## src/rtl/icc_pkg.sv

```systemverilog
// Package for the input capture channel: mode codes, widths and constants.
// Assumes a single 200 MHz clock and a synchronous active-low reset.
// Functional notes
// On a capture event latch the selected 16 or 32 bit time base.
// Falling-edge mode captures on every falling transition of the input.
// Rising-edge mode captures on every rising transition of the input.
// Both-edges mode captures on every rising and falling transition.
// Specified-first mode captures every edge after a chosen first polarity appears.
// Divide-by-four mode captures on every fourth rising edge.
// Divide-by-sixteen mode captures on every sixteenth rising edge.
// Time base is first timer, second timer, or both joined as 32 bits.
// A qualifying pin event raises a wake request for sleep and idle.
// The channel raises an interrupt request on capture events.
// Captured values wait in a four-entry first-in first-out buffer.
// Interrupt fires when buffered count reaches one, two, three or four.
// Edge events alone may serve as an external interrupt source.
// Up to five independent channels may be instantiated, each self-contained.
// A read returns the oldest value, removes it and updates not-empty.
// A capture into a full buffer sets overflow and is discarded.
package icc_pkg;
    localparam int             ICC_DATA_W   = 32;
    localparam int             ICC_HALF_W   = 16;
    localparam int             ICC_DEPTH    = 4;
    localparam int             ICC_PTR_W    = 2;
    localparam int             ICC_CNT_W    = 3;
    localparam int             ICC_MAX_CHAN = 5;
    localparam logic [3:0]     ICC_PRE_ZERO = 4'h0;
    localparam logic [3:0]     ICC_DIV4_END = 4'h3;
    localparam logic [3:0]     ICC_DIV16_END = 4'hF;
    localparam logic [3:0]     ICC_PRE_ONE  = 4'h1;
    localparam logic [2:0]     ICC_CNT_ZERO = 3'h0;
    localparam logic [2:0]     ICC_CNT_ONE  = 3'h1;
    localparam logic [1:0]     ICC_PTR_ONE  = 2'h1;

    typedef enum logic [2:0] {
        ICC_MODE_OFF     = 3'h0,
        ICC_MODE_FALL    = 3'h1,
        ICC_MODE_RISE    = 3'h2,
        ICC_MODE_BOTH    = 3'h3,
        ICC_MODE_FIRST   = 3'h4,
        ICC_MODE_DIV4    = 3'h5,
        ICC_MODE_DIV16   = 3'h6,
        ICC_MODE_EDGEIRQ = 3'h7
    } icc_mode_t;

    typedef enum logic [1:0] {
        ICC_TB_FIRST  = 2'h0,
        ICC_TB_SECOND = 2'h1,
        ICC_TB_JOINED = 2'h2
    } icc_tb_t;
endpackage : icc_pkg

```

## src/rtl/icc_mem_if.sv

```systemverilog
// Interface between the capture channel and its value store.
// Assumes both sides run on the same clock.
`timescale 1ns/1ps
`default_nettype none
interface icc_mem_if;
    import icc_pkg::*;
    logic                  wr_en;
    logic [ICC_PTR_W-1:0]  wr_addr;
    logic [ICC_DATA_W-1:0] wr_data;
    logic [ICC_PTR_W-1:0]  rd_addr;
    logic [ICC_DATA_W-1:0] rd_data;
    modport ctrl (output wr_en, output wr_addr, output wr_data, output rd_addr,
                  input rd_data);
    modport mem (input wr_en, input wr_addr, input wr_data, input rd_addr,
                 output rd_data);
endinterface : icc_mem_if
`default_nettype wire

```

## src/rtl/icc_mem.sv

```systemverilog
// Four-word store for captured values with a registered read port.
// Assumes the controller never writes and reads the same word in one cycle.
`timescale 1ns/1ps
`default_nettype none
module icc_mem (
    input wire logic clk,
    icc_mem_if.mem   mp
);
    import icc_pkg::*;
    logic [ICC_DATA_W-1:0] words [ICC_DEPTH];
    logic [ICC_DATA_W-1:0] rd_ff;

    always_ff @(posedge clk) begin
        if (mp.wr_en) begin
            words[mp.wr_addr] <= mp.wr_data;
        end
        rd_ff <= words[mp.rd_addr];
    end
    assign mp.rd_data = rd_ff;
endmodule : icc_mem
`default_nettype wire

```

## src/rtl/icc_channel.sv

```systemverilog
// One input capture channel: edge detection, prescaler, four-entry buffer.
// Assumes the pin is asynchronous and the timers share this clock.
`timescale 1ns/1ps
`default_nettype none
module icc_channel (
    input  wire logic                      clk,
    input  wire logic                      rst_n,
    input  wire logic                      capture_input_pin,
    input  wire logic [icc_pkg::ICC_HALF_W-1:0] first_time_base,
    input  wire logic [icc_pkg::ICC_HALF_W-1:0] second_time_base,
    input  wire icc_pkg::icc_mode_t        mode,
    input  wire icc_pkg::icc_tb_t          tb_sel,
    input  wire logic                      first_rising,
    input  wire logic [1:0]                irq_level,
    input  wire logic                      rd_req,
    input  wire logic                      ovf_clr,
    output logic [icc_pkg::ICC_DATA_W-1:0] rd_data_ff,
    output logic                           rd_valid_ff,
    output logic                           not_empty_ff,
    output logic                           overflow_ff,
    output logic [icc_pkg::ICC_CNT_W-1:0]  level_ff,
    output logic                           irq_ff,
    output logic                           wake_ff
);
    import icc_pkg::*;

    // Each channel owns its store and all of its state, so up to ICC_MAX_CHAN copies
    // can sit side by side with nothing shared between them.
    icc_mem_if mbus ();
    icc_mem u_mem (.clk(clk), .mp(mbus));

    logic                 sync1_ff, sync2_ff, prev_ff;
    logic                 armed_ff, rd_pend_ff;
    logic [3:0]           pre_ff;
    logic [ICC_PTR_W-1:0] wp_ff, rp_ff;
    icc_mode_t            mode_ff;

    // Rising and falling edges of the synchronised pin.
    wire rise_w = sync2_ff & ~prev_ff;
    wire fall_w = ~sync2_ff & prev_ff;
    wire any_w  = rise_w | fall_w;
    wire first_w = first_rising ? rise_w : fall_w;

    // Changing mode restarts the prescaler and the first-edge arming.
    wire mode_chg_w = (mode != mode_ff);

    wire [3:0] pre_end_w = (mode == ICC_MODE_DIV4) ? ICC_DIV4_END : ICC_DIV16_END;
    wire pre_hit_w = rise_w && (pre_ff == pre_end_w);

    logic ev_w;
    always_comb begin
        case (mode)
            ICC_MODE_FALL:    ev_w = fall_w;
            ICC_MODE_RISE:    ev_w = rise_w;
            ICC_MODE_BOTH:    ev_w = any_w;
            ICC_MODE_FIRST:   ev_w = armed_ff ? any_w : first_w;
            ICC_MODE_DIV4:    ev_w = pre_hit_w;
            ICC_MODE_DIV16:   ev_w = pre_hit_w;
            ICC_MODE_EDGEIRQ: ev_w = any_w;
            default:          ev_w = 1'b0;
        endcase
    end
    wire cap_mode_w = (mode != ICC_MODE_EDGEIRQ);
    wire event_w = ev_w & ~mode_chg_w;

    // Time base selection, zero-extended when one 16-bit timer is chosen.
    wire [ICC_DATA_W-1:0] tb_w =
        (tb_sel == ICC_TB_JOINED) ? {second_time_base, first_time_base} :
        (tb_sel == ICC_TB_SECOND) ? {{ICC_HALF_W{1'b0}}, second_time_base} :
                                    {{ICC_HALF_W{1'b0}}, first_time_base};

    wire full_w  = (level_ff == ICC_CNT_W'(ICC_DEPTH));
    wire empty_w = (level_ff == ICC_CNT_ZERO);
    wire push_w  = event_w & cap_mode_w & ~full_w;
    wire pop_w   = rd_req & ~empty_w;
    wire drop_w  = event_w & cap_mode_w & full_w;
    wire [ICC_CNT_W-1:0] nxt_level = level_ff + (push_w ? ICC_CNT_ONE : ICC_CNT_ZERO)
                                              - (pop_w ? ICC_CNT_ONE : ICC_CNT_ZERO);
    wire [ICC_CNT_W-1:0] thr_w = ICC_CNT_W'({1'b0, irq_level}) + ICC_CNT_ONE;
    // Interrupt when buffered count reaches the threshold, or on any edge in edge-only mode.
    wire nxt_irq = cap_mode_w ? (push_w && (nxt_level == thr_w))
                              : event_w;

    assign mbus.wr_en   = push_w;
    assign mbus.wr_addr = wp_ff;
    assign mbus.wr_data = tb_w;
    assign mbus.rd_addr = rp_ff;

    always_ff @(posedge clk) begin
        sync1_ff <= capture_input_pin;
        sync2_ff <= sync1_ff;
        if (!rst_n) begin
            prev_ff      <= 1'b0;
            mode_ff      <= ICC_MODE_OFF;
            armed_ff     <= 1'b0;
            pre_ff       <= ICC_PRE_ZERO;
            wp_ff        <= '0;
            rp_ff        <= '0;
            level_ff     <= ICC_CNT_ZERO;
            overflow_ff  <= 1'b0;
            irq_ff       <= 1'b0;
            wake_ff      <= 1'b0;
            rd_pend_ff   <= 1'b0;
            rd_valid_ff  <= 1'b0;
            rd_data_ff   <= '0;
            not_empty_ff <= 1'b0;
        end else begin
            prev_ff  <= sync2_ff;
            mode_ff  <= mode;
            armed_ff <= mode_chg_w ? 1'b0 : (armed_ff | (event_w && mode == ICC_MODE_FIRST));
            if (mode_chg_w) begin
                pre_ff <= ICC_PRE_ZERO;
            end else if (rise_w) begin
                pre_ff <= pre_hit_w ? ICC_PRE_ZERO : pre_ff + ICC_PRE_ONE;
            end
            if (push_w) begin
                wp_ff <= wp_ff + ICC_PTR_ONE;
            end
            if (pop_w) begin
                rp_ff <= rp_ff + ICC_PTR_ONE;
            end
            level_ff     <= nxt_level;
            not_empty_ff <= (nxt_level != ICC_CNT_ZERO);
            // Set wins over a same-cycle clear.
            overflow_ff  <= drop_w | (overflow_ff & ~ovf_clr);
            irq_ff       <= nxt_irq;
            wake_ff      <= event_w;
            rd_pend_ff   <= pop_w;
            rd_valid_ff  <= rd_pend_ff;
            if (rd_pend_ff) begin
                rd_data_ff <= mbus.rd_data;
            end
        end
    end

    // Assertions.
    property p_fall;
        @(posedge clk) disable iff (!rst_n)
        (mode == ICC_MODE_FALL && !mode_chg_w && fall_w && !full_w) |-> push_w;
    endproperty
    a_fall: assert property (p_fall) else $error("falling edge not captured");

    property p_rise_only;
        @(posedge clk) disable iff (!rst_n)
        (mode == ICC_MODE_RISE && push_w) |-> rise_w;
    endproperty
    a_rise_only: assert property (p_rise_only) else $error("rise mode bad capture");

    property p_both;
        @(posedge clk) disable iff (!rst_n)
        (mode == ICC_MODE_BOTH && !mode_chg_w && any_w) |-> event_w;
    endproperty
    a_both: assert property (p_both) else $error("edge missed in both mode");

    property p_div4;
        @(posedge clk) disable iff (!rst_n)
        (mode == ICC_MODE_DIV4 && event_w) |-> (pre_ff == ICC_DIV4_END);
    endproperty
    a_div4: assert property (p_div4) else $error("div4 capture off count");

    property p_div16;
        @(posedge clk) disable iff (!rst_n)
        (mode == ICC_MODE_DIV16 && event_w) |-> (pre_ff == ICC_DIV16_END);
    endproperty
    a_div16: assert property (p_div16) else $error("div16 capture off count");

    property p_full;
        @(posedge clk) disable iff (!rst_n)
        level_ff <= ICC_CNT_W'(ICC_DEPTH);
    endproperty
    a_full: assert property (p_full) else $error("buffer level above depth");

    property p_ovf;
        @(posedge clk) disable iff (!rst_n)
        drop_w |=> (overflow_ff &&
                    level_ff == ($past(pop_w) ? ICC_CNT_W'(ICC_DEPTH) - ICC_CNT_ONE
                                              : ICC_CNT_W'(ICC_DEPTH)));
    endproperty
    a_ovf: assert property (p_ovf) else $error("overflow not flagged");

    property p_read;
        @(posedge clk) disable iff (!rst_n)
        pop_w |-> ##2 rd_valid_ff;
    endproperty
    a_read: assert property (p_read) else $error("read data not returned");

    property p_irq;
        @(posedge clk) disable iff (!rst_n)
        (cap_mode_w && push_w && nxt_level == thr_w) |=> irq_ff;
    endproperty
    a_irq: assert property (p_irq) else $error("threshold interrupt missed");

    property p_wake;
        @(posedge clk) disable iff (!rst_n)
        event_w |=> wake_ff;
    endproperty
    a_wake: assert property (p_wake) else $error("wake not raised");

    // A capture interrupt must leave the level exactly at the threshold chosen then.
    property p_irq_level;
        @(posedge clk) disable iff (!rst_n)
        (irq_ff && $past(cap_mode_w)) |-> (level_ff == $past(thr_w));
    endproperty
    a_irq_level: assert property (p_irq_level) else $error("interrupt at wrong level");

    property p_irq_cause;
        @(posedge clk) disable iff (!rst_n)
        irq_ff |-> $past(event_w);
    endproperty
    a_irq_cause: assert property (p_irq_cause) else $error("interrupt without event");

    property p_first_arm;
        @(posedge clk) disable iff (!rst_n)
        (mode == ICC_MODE_FIRST && !armed_ff && push_w) |-> first_w;
    endproperty
    a_first_arm: assert property (p_first_arm) else $error("capture before first edge");

    property p_div4_range;
        @(posedge clk) disable iff (!rst_n)
        (mode == ICC_MODE_DIV4 && !mode_chg_w) |-> (pre_ff <= ICC_DIV4_END);
    endproperty
    a_div4_range: assert property (p_div4_range) else $error("div4 count out of range");

    c_full: cover property (@(posedge clk) disable iff (!rst_n) full_w);
    c_drop: cover property (@(posedge clk) disable iff (!rst_n) drop_w);
    c_div16: cover property (@(posedge clk) disable iff (!rst_n)
        mode == ICC_MODE_DIV16 && event_w);
    c_read: cover property (@(posedge clk) disable iff (!rst_n) rd_valid_ff);
    c_first: cover property (@(posedge clk) disable iff (!rst_n)
        mode == ICC_MODE_FIRST && !armed_ff && push_w);
endmodule : icc_channel
`default_nettype wire

```

## config.mk

```make
export PLATFORM = sky130hd
export DESIGN_NAME = icc_channel
export DESIGN_NICKNAME = d
export VERILOG_FILES = /design/src/rtl/icc_pkg.sv /design/src/rtl/icc_mem_if.sv /design/src/rtl/icc_mem.sv /design/src/rtl/icc_channel.sv
export SDC_FILE = /design/constraint.sdc
export NUM_CORES = 1
export LEC_CHECK = 0
export BUFFER_PORTS_ARGS = -buffer_cell sky130_fd_sc_hd__buf_2
export CAP_MARGIN = 25
export CORE_UTILIZATION = 30
export DETAILED_ROUTE_END_ITERATION = 6
export PLACE_DENSITY = 0.43
export SLEW_MARGIN = 0
export SYNTH_ARGS = -nofsm -noshare
export SYNTH_HDL_FRONTEND = slang
export SYNTH_HIERARCHICAL = 1
export SYNTH_SLANG_ARGS = --single-unit
```

## constraint.sdc

```tcl
create_clock -name clk -period 15.5 [get_ports clk]
set_input_delay 3.1 -clock clk [delete_from_list [all_inputs] [get_ports clk]]
set_output_delay 3.1 -clock clk [all_outputs]
set_load 0.005 [all_outputs]
```

==> results.py <==
metrics = {
    "pwr": {
        "irDropWorstVdd_uv": 81.1,
        "p_leak_nw": 3.40,
        "p_per_area_nw_per_um2": 153,
    },
    "drt": {
        "ant_nets": 0,
        "vias": 4159,
        "first_pass_iters": 6,
        "drc": 3,
        "via_per_inst": 4.52,
        "finalWirelength_um": 16100,
        "wl_per_cell_um": 17.5,
        "drt_first_iter_violations": 196,
    },
    "sta": {
        "finalCritPeriodShare_pct": 37.8,
        "fmax_mhz": 171,
        "tightest_slew_ns": 0.996,
        "slew_viol_final": 0,
        "holdWs_ns": 0.337,
        "setup_tns_ns": 0,
        "finalHoldViolCount": 0,
        "grt_setup_unrepaired": "no",
        "relSlewSlack_pct": 33.6,
        "finClkSkew_ns": 0.0178,
        "layout_min_cycle_time_ns": 5.85,
        "setup_viol": 0,
    },
    "clock_tree": {
        "cts-root-buf": "clkbuf_16",
        "cts_num_sinks": 216,
        "insertion_delay_ns": 0.53,
        "post_cts_buffers": 0,
        "clock_path_buffers": 3,
        "numCtsBuffers": 25,
        "hold_buffers": 0,
        "cts.htree.levels": 1,
        "cts.reportedPaths.clkPinSlew_ns": 0.06,
        "ctsResizeCount": 0,
        "cts_tree": "built",
    },
    "global_routing": {
        "first_global_vias": 4483,
        "grt_overflow_total": 0,
        "grt_max_degree": 52,
        "grt_pass1_wl_um": 25300,
        "antenna_found_initial": 0,
        "grtUsageTotal_pct": 11.9,
    },
    "logic_synthesis": {
        "netlist_area_um2": 8070,
        "synth_top_family_by_area": "multiplexers",
        "async_reset_ff_share_pct": 0,
        "avgSynthCellArea_um2": 17.0,
        "yosysWarnings": 6,
        "yosys.area_share.simple_pct": 7.85,
        "synth_fa_ha_area_share_pct": 1.18,
        "synth_edf_count": 128,
        "synth_top_cell_by_area": "edfxtp_1",
        "synth-compound-area-share_pct": 2.20,
        "yosysSeqAreaShare_pct": 69.5,
        "synth_top_area_share_pct": 47.6,
        "syn_inst": 474,
        "synth-seq-cells": 216,
        "syn-num-nets": 526,
        "ys_dominant_reg_cell": "edfxtp_1",
        "synthDistinctLibCells": 47,
        "synth_xor_area_share_pct": 1.19,
        "synthMuxAreaShare_pct": 15.6,
        "ys_top_cells_by_area": "edfxtp_1 (48%), dfxtp_1 (22%), mux4_2 (8.4%), mux2i_1 (4.3%), nor2b_1 (2.7%)",
    },
    "worst_setup_path": {
        "path_class": "input port to register",
        "r2r_slack_ns": 11.67,
        "cp_max_fo": 11,
        "crit_arrival_ns": 6.29,
        "rr_worst_depth": 14,
        "reg2reg_to": "irq_ff",
        "cp_cell_sequence": "buf_2 > nand3_2 > o32ai_2 > a31oi_1 > a211oi_2 > inv_1 > ha_1 > inv_1 > ha_1 > fa_1 > xor2_1 > xnor2_1 > xnor2_1 > nand4_1 > a221oi_2",
        "end_kind": "register",
        "r2r-start": "sync2_ff",
        "critPathRequiredTime_ns": 15.93,
        "start_kind": "input port",
        "slowest_stage": "a211oi_2",
        "crit_path_max_incr_delay_ns": 0.44,
    },
    "cells_and_area": {
        "nets": 618,
        "drive_above_1_share_pct": 31.3,
        "areaGrowthSynthToFinish_pct": 18.9,
        "n_antenna_cell": 0,
        "final_cell_mix": "edfxtp_1 (128), dfxtp_1 (85), buf_2 (84)",
        "final_common_cell": "edfxtp_1",
    },
    "placed_design": {
        "finalWeightedCongestion": 0.762,
        "dpl.hpwl_um": 9690,
        "io_buffer_count": 84,
    },
    "floorplan": {
        "io_pins": 85,
        "initial_utilization_pct": 30.8,
        "fp.dieW_um": 166,
        "std_cell_rows": 59,
        "die_h_um": 166,
        "dieArea_um2": 27600,
        "core_area_um2": 26200,
    },
    "hold_path": {
        "whs_endpoint": "sync2_ff",
        "hold_depth": 0,
        "hold_path_class": "register to register",
        "min_from": "sync1_ff",
    },
    "run": {
        "maxCapViolCount": 0,
    },
    "status": {
        "violations": "design-rule violations",
        "status": "complete, but fails checks",
    },
}
area by class of cell:
type	count	area [µm²]
well taps	335	419
clock buffers	31	648
multi-input cells	225	2270
fillers	2492	16600
clock inverters	15	163
inverters	10	37.5
flip-flops and latches	216	5610
repair buffers	88	450
power breakdown:
group	switching (W)	leakage, nW	internal, W	total, W
logic	0.0000974	1.10	0.000113	0.000210
registers	0.0000291	1.90	0.000658	0.000687
clock network	0.000226	0.399	0.000348	0.000574
worst max-delay path, delay by kind of cell:
family / cells / cell delay [ns]
fa+ha+maj: 3 / 0.83
compound gates: 4 / 1.12
simple gates: 2 / 0.27
xor+xnor: 3 / 0.61
buf+inv: 3 / 0.34
flip-flops by register name (all words and copies together) (netlist names):
name / cells
u_mem/words: 128
rd_data_ff: 32
u_mem/mp.rd_data: 32
pre_ff: 4
level_ff: 3
mode_ff: 3
mbus.rd_addr: 2
mbus.wr_addr: 2
armed_ff: 1
irq_ff: 1
not_empty_ff: 1
overflow_ff: 1
prev_ff: 1
rd_pend_ff: 1
rd_valid_ff: 1
sync1_ff: 1
sync2_ff: 1
wake_ff: 1
synthesized netlist by cell type (all sizes together) (5+ instances only):
cell	n
nand2	11
mux2	16
edfxtp	128
nand3	5
nor2	6
mux4	32
buf	15
nor2b	35
ha	6
xor2	6
clkbuf	8
inv	9
mux2i	35
dfxtp	88
and2	27
xnor2	5
metrics by stage:
stage / util (%) / cell area [µm²] / setup WS, ns / power, W / cells
5_1_grt: 36.6 / 9600 / 9.46 / 0.00154 / 920
6_report: 36.6 / 9600 / 9.65 / 0.00147 / 920
2_1_floorplan: - / 8070 / 8.52 / 0.000866 / 474
3_5_place_dp: 33.5 / 8790 / 9.14 / 0.000917 / 874
4_1_cts: 36.6 / 9600 / 9.68 / 0.00150 / 920
3_3_place_gp: 33.5 / 8790 / 9.24 / 0.000914 / 874
worst max-delay path by stage:
| stage | from | to | slack, ns | depth (start not counted) |
|---|---|---|---|---|
| 2_1_floorplan | mode[1] | u_mem/words[0][0] | 8.52 | 6 |
| 3_3_place_gp | mode[2] | irq_ff | 9.24 | 15 |
| 3_5_place_dp | mode[2] | irq_ff | 9.14 | 15 |
| 4_1_cts | mode[2] | irq_ff | 9.68 | 15 |
| 5_1_grt | mode[0] | irq_ff | 9.46 | 15 |
| 6_report | mode[2] | irq_ff | 9.65 | 15 |
logic make-up (layout without fill, tap and decap cells):
group,count (synthesis),after routing
DFF,216,216
and+or+nand+nor,103,103
muxes,83,83
buffers and inverters,33,144
AOI/OAI and AO/OA,21,21
xor gates and xnor gates,11,11
adders and majority gates,7,7
per-layer routing:
| layer | GRT usage (%) | share of wire [%] | vias up |
|---|---|---|---|
| met1 | 14.6 | 44 | 2095 |
| met4 | 3.45 | 2.1 | 0 |
| met5 | 0 | 0 | - |
| met3 | 2.67 | 3.9 | 28 |
| li1 | - | - | 1961 |
| met2 | 20.7 | 50 | 75 |
(Power assumes the default switching activity.)
